## src/tdm_pkg.sv

```systemverilog
// Package holding register map, reset values, field positions and carrier types.
package tdm_pkg;

  // Register offsets
  localparam logic [11:0] GAIN_B_ADDR    = 12'h07b;
  localparam logic [11:0] BANDGAP_ADDR   = 12'h07c;
  localparam logic [11:0] TERM_A_ADDR    = 12'h07e;
  localparam logic [11:0] TERM_B_ADDR    = 12'h07f;
  localparam logic [11:0] DITHER_ADDR    = 12'h09d;
  localparam logic [11:0] MARKER_ADDR    = 12'h160;
  localparam logic [11:0] LINK_EN_ADDR   = 12'h200;

  // Reset values for registers without factory content
  localparam logic [7:0]  DITHER_RESET   = 8'h01;
  localparam logic [7:0]  MARKER_RESET   = 8'h00;
  localparam logic [7:0]  LINK_EN_RESET  = 8'h01;
  localparam logic [7:0]  UNMAPPED_READ  = 8'h00;
  localparam logic [3:0]  RESERVED_RESET = 4'h0;

  // Field positions
  localparam int DITHER_EN_BIT    = 0;
  localparam int DITHER_AMP_BIT   = 1;
  localparam int DITHER_ERR_BIT   = 2;
  localparam int MARKER_EN_BIT    = 0;
  localparam int LINK_EN_BIT      = 0;

  // Timing: pin edge to matching sample at the input port, in cycles
  localparam int ANALOG_LATENCY   = 6;
  localparam int SYNC_STAGES      = 2;
  localparam int MARKER_DELAY     = ANALOG_LATENCY - SYNC_STAGES;

  // Control bits per sample advertised in lane alignment data
  localparam logic [1:0]  ILA_CONTROL_BITS = 2'h0;

  // Factory trim bundle as delivered by the fuse logic
  typedef struct packed {
    logic [7:0] gainB;
    logic [3:0] bandgap;
    logic [7:0] termA;
    logic [7:0] termB;
  } tdm_trim_type;

  // Dither control outputs
  typedef struct packed {
    logic enable;
    logic amplitude;
    logic roundErr;
  } tdm_dither_type;

endpackage

```

## src/tdm_regs.sv

```systemverilog
// Trim, dither and sample marker register bank with marker insertion path.
`timescale 1ns/1ps
module tdm_regs
(
  // Clock and reset
  input  wire logic                  sys_clk,
  input  wire logic                  rst,
  // Factory trim values from fuse logic
  input  wire tdm_pkg::tdm_trim_type factoryTrim,
  // Register port
  input  wire logic [11:0]           regAddr,
  input  wire logic                  regWrite,
  input  wire logic                  regRead,
  input  wire logic [7:0]            regWdata,
  output logic      [7:0]            regRdata,
  output logic                       regRdataValid,
  // Trim, dither and link enable controls
  output tdm_pkg::tdm_trim_type      trimOut,
  output tdm_pkg::tdm_dither_type    ditherOut,
  output logic                       serialLinkEnable,
  // Sample path
  input  wire logic                  timestampPin,
  input  wire logic                  syncReceiverEnable,
  input  wire logic [7:0]            sampleIn,
  input  wire logic                  sampleInValid,
  output logic      [7:0]            sampleOut,
  output logic                       sampleOutValid,
  output logic      [1:0]            ilaControlBits
);

  logic [7:0] gainB_reg;
  logic [7:0] bandgap_reg;
  logic [7:0] termA_reg;
  logic [7:0] termB_reg;
  logic [7:0] dither_reg;
  logic [7:0] marker_reg;
  logic [7:0] linkEn_reg;
  logic [7:0] readData_next;
  logic       stampSyncA;
  logic       stampSyncB;
  logic [tdm_pkg::MARKER_DELAY-1:0] markerLine;
  logic [2:0] settleCount_reg;

  // Trim registers; factory value taken while reset is held
  always_ff @(posedge sys_clk)
  begin
    if (rst)
    begin
      gainB_reg   <= factoryTrim.gainB;
      bandgap_reg <= {tdm_pkg::RESERVED_RESET, factoryTrim.bandgap};
      termA_reg   <= factoryTrim.termA;
      termB_reg   <= factoryTrim.termB;
    end
    else if (regWrite)
    begin
      if (regAddr == tdm_pkg::GAIN_B_ADDR)
        gainB_reg <= regWdata;
      if (regAddr == tdm_pkg::BANDGAP_ADDR)
        bandgap_reg <= regWdata;
      if (regAddr == tdm_pkg::TERM_A_ADDR)
        termA_reg <= regWdata;
      if (regAddr == tdm_pkg::TERM_B_ADDR)
        termB_reg <= regWdata;
    end
  end

  // Control registers; reserved bits kept as plain storage
  always_ff @(posedge sys_clk)
  begin
    if (rst)
    begin
      dither_reg <= tdm_pkg::DITHER_RESET;
      marker_reg <= tdm_pkg::MARKER_RESET;
      linkEn_reg <= tdm_pkg::LINK_EN_RESET;
    end
    else if (regWrite)
    begin
      if (regAddr == tdm_pkg::DITHER_ADDR)
        dither_reg <= regWdata;
      if (regAddr == tdm_pkg::MARKER_ADDR)
        marker_reg <= regWdata;
      if (regAddr == tdm_pkg::LINK_EN_ADDR)
        linkEn_reg <= regWdata;
    end
  end

  // Read decode; unmapped offsets answer zero
  always_comb
  begin
    case (regAddr)
      tdm_pkg::GAIN_B_ADDR:  readData_next = gainB_reg;
      tdm_pkg::BANDGAP_ADDR: readData_next = bandgap_reg;
      tdm_pkg::TERM_A_ADDR:  readData_next = termA_reg;
      tdm_pkg::TERM_B_ADDR:  readData_next = termB_reg;
      tdm_pkg::DITHER_ADDR:  readData_next = dither_reg;
      tdm_pkg::MARKER_ADDR:  readData_next = marker_reg;
      tdm_pkg::LINK_EN_ADDR: readData_next = linkEn_reg;
      default:               readData_next = tdm_pkg::UNMAPPED_READ;
    endcase
  end

  // Read data held until the next read
  always_ff @(posedge sys_clk)
  begin
    if (rst)
    begin
      regRdata      <= tdm_pkg::UNMAPPED_READ;
      regRdataValid <= 1'b0;
    end
    else
    begin
      regRdataValid <= regRead;
      if (regRead)
        regRdata <= readData_next;
    end
  end

  // Control outputs registered so analog side sees clean levels
  always_ff @(posedge sys_clk)
  begin
    if (rst)
    begin
      trimOut          <= '0;
      ditherOut        <= '0;
      serialLinkEnable <= 1'b0;
      ilaControlBits   <= tdm_pkg::ILA_CONTROL_BITS;
    end
    else
    begin
      trimOut.gainB      <= gainB_reg;
      trimOut.bandgap    <= bandgap_reg[3:0];                    // Reserved nibble drives nothing
      trimOut.termA      <= termA_reg;
      trimOut.termB      <= termB_reg;
      ditherOut.enable    <= dither_reg[tdm_pkg::DITHER_EN_BIT];
      ditherOut.amplitude <= dither_reg[tdm_pkg::DITHER_AMP_BIT];
      ditherOut.roundErr  <= dither_reg[tdm_pkg::DITHER_ERR_BIT];
      serialLinkEnable <= linkEn_reg[tdm_pkg::LINK_EN_BIT];
      ilaControlBits   <= tdm_pkg::ILA_CONTROL_BITS;            // marker never advertised
    end
  end

  // Timestamp pin synchroniser
  always_ff @(posedge sys_clk)
  begin
    if (rst)
    begin
      stampSyncA <= 1'b0;
      stampSyncB <= 1'b0;
    end
    else
    begin
      stampSyncA <= timestampPin;
      stampSyncB <= stampSyncA;
    end
  end

  // Delay line; the sync stages count toward the matched latency
  genvar i;
  generate
    for (i = 0; i < tdm_pkg::MARKER_DELAY; i++)
    begin : g_line
      always_ff @(posedge sys_clk)
      begin
        if (rst)
          markerLine[i] <= 1'b0;
        else if (i == 0)
          markerLine[i] <= stampSyncB & syncReceiverEnable;
        else
          markerLine[i] <= markerLine[(i == 0) ? 0 : i-1];
      end
    end
  endgenerate

  // Output sample; marker overwrites the LSB only when enabled
  always_ff @(posedge sys_clk)
  begin
    if (rst)
    begin
      sampleOut      <= 8'h00;
      sampleOutValid <= 1'b0;
    end
    else
    begin
      sampleOutValid <= sampleInValid;
      if (marker_reg[tdm_pkg::MARKER_EN_BIT])
        sampleOut <= {sampleIn[7:1], markerLine[tdm_pkg::MARKER_DELAY-1]};
      else
        sampleOut <= sampleIn;
    end
  end

  // Edges since reset, saturating; keeps pipeline checks off reset residue
  always_ff @(posedge sys_clk)
  begin
    if (rst)
      settleCount_reg <= 3'h0;
    else if (settleCount_reg != 3'h7)
      settleCount_reg <= 3'(settleCount_reg + 3'h1);
  end

  // Assertions
  AST_GAIN_WRITE: assert property (@(posedge sys_clk) disable iff (rst)
    (regWrite && regAddr == tdm_pkg::GAIN_B_ADDR) ##2 (!$past(rst)) |-> trimOut.gainB == $past(regWdata, 2))
    else $error("gain trim write not applied");
  AST_BANDGAP_LOW: assert property (@(posedge sys_clk) disable iff (rst)
    (regWrite && regAddr == tdm_pkg::BANDGAP_ADDR) |-> ##2 trimOut.bandgap == $past(regWdata[3:0], 2))
    else $error("bandgap trim not taken from low nibble");
  AST_TERM_A: assert property (@(posedge sys_clk) disable iff (rst)
    (regRead && regAddr == tdm_pkg::TERM_A_ADDR) |=> regRdata == $past(termA_reg) && regRdataValid)
    else $error("termination A readback wrong");
  AST_TERM_B_FACTORY: assert property (@(posedge sys_clk)
    $fell(rst) |-> termB_reg == $past(factoryTrim.termB))
    else $error("termination B factory value not loaded");
  AST_DITHER_RESET: assert property (@(posedge sys_clk)
    $fell(rst) |-> dither_reg == 8'h01 ##1 ditherOut.enable)
    else $error("dither not enabled after reset");
  AST_DITHER_BITS: assert property (@(posedge sys_clk) disable iff (rst)
    (regWrite && regAddr == tdm_pkg::DITHER_ADDR) ##2 1'b1 |->
      ditherOut.amplitude == $past(regWdata[1], 2) && ditherOut.roundErr == $past(regWdata[2], 2))
    else $error("dither amplitude or rounding select wrong");
  AST_MARKER_LATENCY: assert property (@(posedge sys_clk) disable iff (rst)
    (settleCount_reg == 3'h7 && $past(marker_reg[0]) && $past(syncReceiverEnable, 5)) |->
      sampleOut[0] == $past(timestampPin, 7))
    else $error("marker latency mismatch");
  AST_UPPER_BITS: assert property (@(posedge sys_clk) disable iff (rst)
    settleCount_reg != 3'h0 && $past(marker_reg[0]) |-> sampleOut[7:1] == $past(sampleIn[7:1]))
    else $error("sample data bits disturbed by marker");
  AST_NO_MARKER: assert property (@(posedge sys_clk) disable iff (rst)
    settleCount_reg != 3'h0 && !$past(marker_reg[0]) |-> sampleOut == $past(sampleIn))
    else $error("sample changed with marker off");
  AST_ILA_ZERO: assert property (@(posedge sys_clk) disable iff (rst)
    marker_reg[0] |-> ##1 ilaControlBits == 2'h0)
    else $error("control bits advertised");
  AST_RESERVED_STORE: assert property (@(posedge sys_clk) disable iff (rst)
    (regWrite && regAddr == tdm_pkg::MARKER_ADDR) |=> marker_reg == $past(regWdata))
    else $error("reserved bits not stored");

  // Factory and reset values on the first edge out of reset
  AST_GAIN_FACTORY: assert property (@(posedge sys_clk)
    $fell(rst) |-> gainB_reg == $past(factoryTrim.gainB))
    else $error("gain trim factory value not loaded");
  AST_BANDGAP_FACTORY: assert property (@(posedge sys_clk)
    $fell(rst) |-> bandgap_reg == {tdm_pkg::RESERVED_RESET, $past(factoryTrim.bandgap)})
    else $error("bandgap trim factory value not loaded");
  AST_TERM_A_FACTORY: assert property (@(posedge sys_clk)
    $fell(rst) |-> termA_reg == $past(factoryTrim.termA))
    else $error("termination A factory value not loaded");
  AST_MARKER_RESET: assert property (@(posedge sys_clk)
    $fell(rst) |-> marker_reg == tdm_pkg::MARKER_RESET)
    else $error("marker control not cleared by reset");

  // Writes reach the analog controls two edges after the strobe; termination B is checked at its register one edge after
  AST_TERM_A_WRITE: assert property (@(posedge sys_clk) disable iff (rst)
    (regWrite && regAddr == tdm_pkg::TERM_A_ADDR) |-> ##2 trimOut.termA == $past(regWdata, 2))
    else $error("termination A write not applied");
  AST_TERM_B_WRITE: assert property (@(posedge sys_clk) disable iff (rst)
    (regWrite && regAddr == tdm_pkg::TERM_B_ADDR) |=> termB_reg == $past(regWdata))
    else $error("termination B write not stored");
  AST_DITHER_EN_WRITE: assert property (@(posedge sys_clk) disable iff (rst)
    (regWrite && regAddr == tdm_pkg::DITHER_ADDR) |-> ##2 ditherOut.enable == $past(regWdata[0], 2))
    else $error("dither enable write not applied");

  // Read answers carry the register as it stood at the request edge
  AST_GAIN_READ: assert property (@(posedge sys_clk) disable iff (rst)
    (regRead && regAddr == tdm_pkg::GAIN_B_ADDR) |=> regRdataValid && regRdata == $past(gainB_reg))
    else $error("gain trim readback wrong");
  AST_BANDGAP_READ: assert property (@(posedge sys_clk) disable iff (rst)
    (regRead && regAddr == tdm_pkg::BANDGAP_ADDR) |=> regRdataValid && regRdata == $past(bandgap_reg))
    else $error("bandgap trim readback wrong");
  AST_TERM_B_READ: assert property (@(posedge sys_clk) disable iff (rst)
    (regRead && regAddr == tdm_pkg::TERM_B_ADDR) |=> regRdataValid && regRdata == $past(termB_reg))
    else $error("termination B readback wrong");
  AST_DITHER_READ: assert property (@(posedge sys_clk) disable iff (rst)
    (regRead && regAddr == tdm_pkg::DITHER_ADDR) |=> regRdataValid && regRdata == $past(dither_reg))
    else $error("dither control readback wrong");
  AST_MARKER_READ: assert property (@(posedge sys_clk) disable iff (rst)
    (regRead && regAddr == tdm_pkg::MARKER_ADDR) |=> regRdataValid && regRdata == $past(marker_reg))
    else $error("marker control readback wrong");
  AST_RDATA_HOLD: assert property (@(posedge sys_clk) disable iff (rst)
    !regRead |=> $stable(regRdata))
    else $error("read data changed without a read");
  AST_VALID_PULSE: assert property (@(posedge sys_clk) disable iff (rst)
    !regRead |=> !regRdataValid)
    else $error("read valid without a read");

  // Sample path timing and receiver gating
  AST_VALID_FOLLOW: assert property (@(posedge sys_clk) disable iff (rst)
    settleCount_reg != 3'h0 |-> sampleOutValid == $past(sampleInValid))
    else $error("sample valid not one cycle behind input");
  AST_MARKER_GATED: assert property (@(posedge sys_clk) disable iff (rst)
    (settleCount_reg == 3'h7 && $past(marker_reg[0]) && !$past(syncReceiverEnable, 5)) |-> !sampleOut[0])
    else $error("marker passed with receiver off");

  // Cover points for the main scenarios
  COV_MARKER_ON: cover property (@(posedge sys_clk) disable iff (rst)
    marker_reg[0] && sampleOutValid && sampleOut[0]);
  COV_DITHER_OFF: cover property (@(posedge sys_clk) disable iff (rst)
    regWrite && regAddr == tdm_pkg::DITHER_ADDR && !regWdata[0]);
  COV_TRIM_READ: cover property (@(posedge sys_clk) disable iff (rst)
    regRead && regAddr == tdm_pkg::GAIN_B_ADDR ##1 regRdataValid);
  COV_MARKER_GATED: cover property (@(posedge sys_clk) disable iff (rst)
    marker_reg[0] && !syncReceiverEnable && sampleOutValid);
  COV_RESERVED_WRITE: cover property (@(posedge sys_clk) disable iff (rst)
    regWrite && regAddr == tdm_pkg::BANDGAP_ADDR && regWdata[7:4] != 4'h0);

endmodule

```

## config.mk

```make
export PLATFORM = sky130hd
export DESIGN_NAME = tdm_regs
export DESIGN_NICKNAME = d
export VERILOG_FILES = /design/src/tdm_pkg.sv /design/src/tdm_regs.sv
export SDC_FILE = /design/constraint.sdc
export NUM_CORES = 1
export LEC_CHECK = 0
export ABC_AREA = 1
export BUFFER_PORTS_ARGS = -buffer_cell sky130_fd_sc_hd__clkbuf_2
export CAP_MARGIN = 30
export CORE_ASPECT_RATIO = 1.1
export CORE_UTILIZATION = 57
export DETAILED_ROUTE_END_ITERATION = 10
export PLACE_DENSITY = 0.86
export SLEW_MARGIN = 20
export SYNTH_ARGS = -nofsm -noshare
export SYNTH_HDL_FRONTEND = slang
export SYNTH_SLANG_ARGS = --single-unit
```

## constraint.sdc

```tcl
create_clock -name sys_clk -period 5.5 [get_ports sys_clk]
set_clock_uncertainty 0.2 [all_clocks]
set_input_delay 0.275 -clock sys_clk [delete_from_list [all_inputs] [get_ports sys_clk]]
set_output_delay 0.275 -clock sys_clk [all_outputs]
set_load 0.05 [all_outputs]
```

==> impl_summary.md <==
Outcome
The run finished with clean final reports.

CTS
The TritonCTS buffer count is 9. The number of buffers added for setup after CTS is 0. The maximum number of buffers from clock root to sink is 2. TritonCTS built the clock tree. The tree is rooted in a sky130_fd_sc_hd__clkbuf_8. The total number of H-tree levels is 3. The tree built by TritonCTS fans out to ~110 sinks. The later pin in the worst-skew pair is clocked with a latency of 0.38 ns.

Clock-pin slew was measured on the worst setup and hold paths at 0.11 ns.

Setup path
The critical path in this run is classified as in2reg. The critical path launch point type is an input port. The element type at the critical path end is a register. Along the worst path, the maximum fanout reaches 91. At the worst endpoint, the required time is 5.40 ns. Data arrives at the worst endpoint at 2.35 ns.

Global routing
Entering global routing, the biggest net connects 92 pins. The first global-routing pass estimated about 19000 um of wire. Global routing finished with a remaining overflow of 0. The via count of the first global-routing pass came to slightly above 4000. Global routing used 29.0% of the available tracks across all layers.

The number of antenna violations at the first check in global routing is 0.

Floorplanning
The die is 89.0 um wide. The initialized floorplan defines 34 standard-cell rows. Measured along the y axis, the die boundary spans 97.7 um. The core area is 8000 um^2. The total I/O pin count is 115. The effective utilization at floorplan is between 50% and 60%. The die covers 8700 um^2.

Synth
Of the post-synthesis cell area, the dominant cell type holds a little over a third. Of all flip-flops after synthesis, the portion carrying an async set or reset was 0%. The cell count after synthesis came out at just under 600. The total of flip-flops plus latches after synthesis is 112. The number of synthesized flops with an enable pin is 28. The post-synthesis instance area is 4750 um^2. The flip-flop cell with the highest count after synthesis is sky130_fd_sc_hd__dfxtp_1. After synthesis, flip-flops and latches occupy 53.1% of the total area. A synthesized cell averages 8.23 um^2.

After synthesis, the cell types taking the most area are sky130_fd_sc_hd__dfxtp_1 (35%), sky130_fd_sc_hd__edfxtp_1 (18%), sky130_fd_sc_hd__nand2_1 (9.7%). Among all cell types in the netlist, the one instantiated most often is sky130_fd_sc_hd__nand2_1. In the synthesized netlist, the cells that appear most often are sky130_fd_sc_hd__nand2_1 (123), sky130_fd_sc_hd__nor2_1 (103), sky130_fd_sc_hd__dfxtp_1 (84), sky130_fd_sc_hd__inv_1 (70). The netlist uses 34 different library cells. During synthesis, Yosys emitted a total of 0 warnings. The cell type with the highest aggregate area in the netlist is sky130_fd_sc_hd__dfxtp_1.

STA
The transition time at the pin with the least slew margin is 0.880 ns. The final worst-path cycle share is 44.7%. The final count of pins violating max slew is 0. The sum of negative setup slack is 0 ns. The routed design could run at a clock period as short as 2.46 ns.

Setup repair after global routing left no endpoint under its margin. The relative slew slack is 41.3%. The count of endpoints failing hold in the final timing report came to 0. Setup violations remaining at the end of the flow were counted as 0. The maximum clock rate is 407 MHz.

Pwr
Summed over all cells, the static leakage comes to just over 0.003 uW. Sequential cells account for 56.1% of the total power. The part of the total power dissipated in the clock network is between 20% and 30%. The worst ir drop on vdd is 0.135 mV. The share of total power consumed by net switching is 29.8%. The reported net switching power is 482 uW.

The internal power consumption is between 1000 and 1500 uW. For this design the ratio of total power to cell area is 273 nW/um^2. The share of total power in combinational logic is 14.3%.

Routing
The post-route DRC violation count is 0. The wire length per cell after detailed routing is 14.2 um. Wires add up to between 10000 and 15000 um.

The first routing iteration left 349 violations. The via count normalized by instance count is 5.17. The number of iterations in the first detailed-routing pass is 5. The total via count in the routed design is 4314. The count of antenna-violating nets left after detailed routing is 0.

Final layout
Counting the fill cells in the layout gives 589. The net total in the final layout is 784. The area used by multi-input combinational logic is roughly 1800 um^2. The number of antenna diodes in the final layout is 0.

trimOut holds more flip-flops than any other register. Of the cells placed in the final design, the portion with a size suffix greater than 1 is 24.9%. The number of flip-flops in the largest register is 28. Relative to the synthesized area, the layout overhead comes to 24.5%.

The footprint of the flip-flops and latches is 2520 um^2. For this run, the share of the core covered by cells in the final layout is 73.9%.

Job
The number of violations of the max-capacitance limit is 0.

Place
The count of port buffers added during placement is 112. The weighted congestion at the end of routability-driven global placement is 0.882. The HPWL reported at the end of detailed placement is 8490 um.

Min path
In this run the worst hold path is classified as in2reg.
stage by stage:
step	hold slack (ns)	setup slack, ns	cells	power [uW]	cell area, um^2
after floorplan	0.182	3.41	578	1060	4750
after global placement	0.196	2.72	778	1130	5330
after detailed placement	0.198	2.65	780	1130	5340
after CTS	0.000444	3.06	833	1610	5900
after global routing	0.00323	2.86	834	1680	5910
final	0.0162	3.04	834	1620	5910
critical path, cell delays in order:
cell                      delay (ns)
sky130_fd_sc_hd__buf_2          0.07
sky130_fd_sc_hd__buf_4          0.65
sky130_fd_sc_hd__inv_1          0.62
sky130_fd_sc_hd__o21ai_0        0.43
sky130_fd_sc_hd__buf_2          0.28
power groups by stage:
stage                     clock network [uW]  logic, uW  registers (uW)
after detailed placement                   0        208             923
final                                    478        232             905
after global routing                     517        250             909
after global placement                     0        203             922
after CTS                                480        229             905
after floorplan                            0       76.7             987
metal layers:
layer	routed length (um)	up-vias	GRT usage [%]	part of all wire [%]
li1	-	2106	-	-
met5	0	-	0	0
met3	859	39	5.16	7.2
met1	4650	1953	34.8	39
met4	373	0	12.2	3.1
met2	5980	216	50.6	50
final cells by class:
type | count | share of cell area [%]
clock buffer | 9 | 2.10
clock inverter | 7 | 1.19
inverter | 79 | 5.04
multi-input combinational | 366 | 30.5
sequential | 112 | 42.7
tap | 108 | 2.29
timing repair buffer | 153 | 16.2
worst paths after layout:
check	start	to	slack [ns]	depth (start not counted)
setup / recovery	rst	termA_reg[3]$_DFFE_PP_	3.04	5
hold / removal	regWdata[1]	linkEn_reg[1]$_SDFFE_PP0P_	0.02	3
setup reg to reg	termB_reg[3]$_DFFE_PP_	regRdata[3]$_SDFFE_PP0P_	4.12	6
hold reg to reg	markerLine[1]$_SDFF_PP0_	markerLine[2]$_SDFF_PP0_	0.20	2
cells by family (layout without fill, tap and decap cells):
kind of cell    Yosys count  after routing  synth area share (%)
simple gates            312            312                  31.2
flops                   112            112                  53.1
buf+inv                 100            248                  8.98
compound gates           52             52                  6.59
other cells               1              2                0.0790
timing repair:
action	in CTS	in global routing
hold buffers	37	1
hold endpoints to repair	42	1
resized for setup	0	0
layout by cell type (no fill, tap or decap), types with 3 or more instances in the layout:
cell / n
sky130_fd_sc_hd__a21oi_1: 10
sky130_fd_sc_hd__a21oi_2: 10
sky130_fd_sc_hd__buf_2: 3
sky130_fd_sc_hd__clkbuf_2: 111
sky130_fd_sc_hd__clkbuf_8: 9
sky130_fd_sc_hd__dfxtp_1: 84
sky130_fd_sc_hd__dlygate4sd3_1: 38
sky130_fd_sc_hd__edfxtp_1: 28
sky130_fd_sc_hd__inv_1: 70
sky130_fd_sc_hd__inv_2: 7
sky130_fd_sc_hd__inv_6: 4
sky130_fd_sc_hd__nand2_1: 123
sky130_fd_sc_hd__nand2_2: 10
sky130_fd_sc_hd__nand3_1: 28
sky130_fd_sc_hd__nand4_1: 24
sky130_fd_sc_hd__nor2_1: 103
sky130_fd_sc_hd__nor2_2: 7
sky130_fd_sc_hd__nor2_4: 6
sky130_fd_sc_hd__nor2_8: 4
sky130_fd_sc_hd__o21ai_0: 14
sky130_fd_sc_hd__o21ai_1: 10
sky130_fd_sc_hd__o22ai_1: 4
Power figures use the tool's default switching activity.
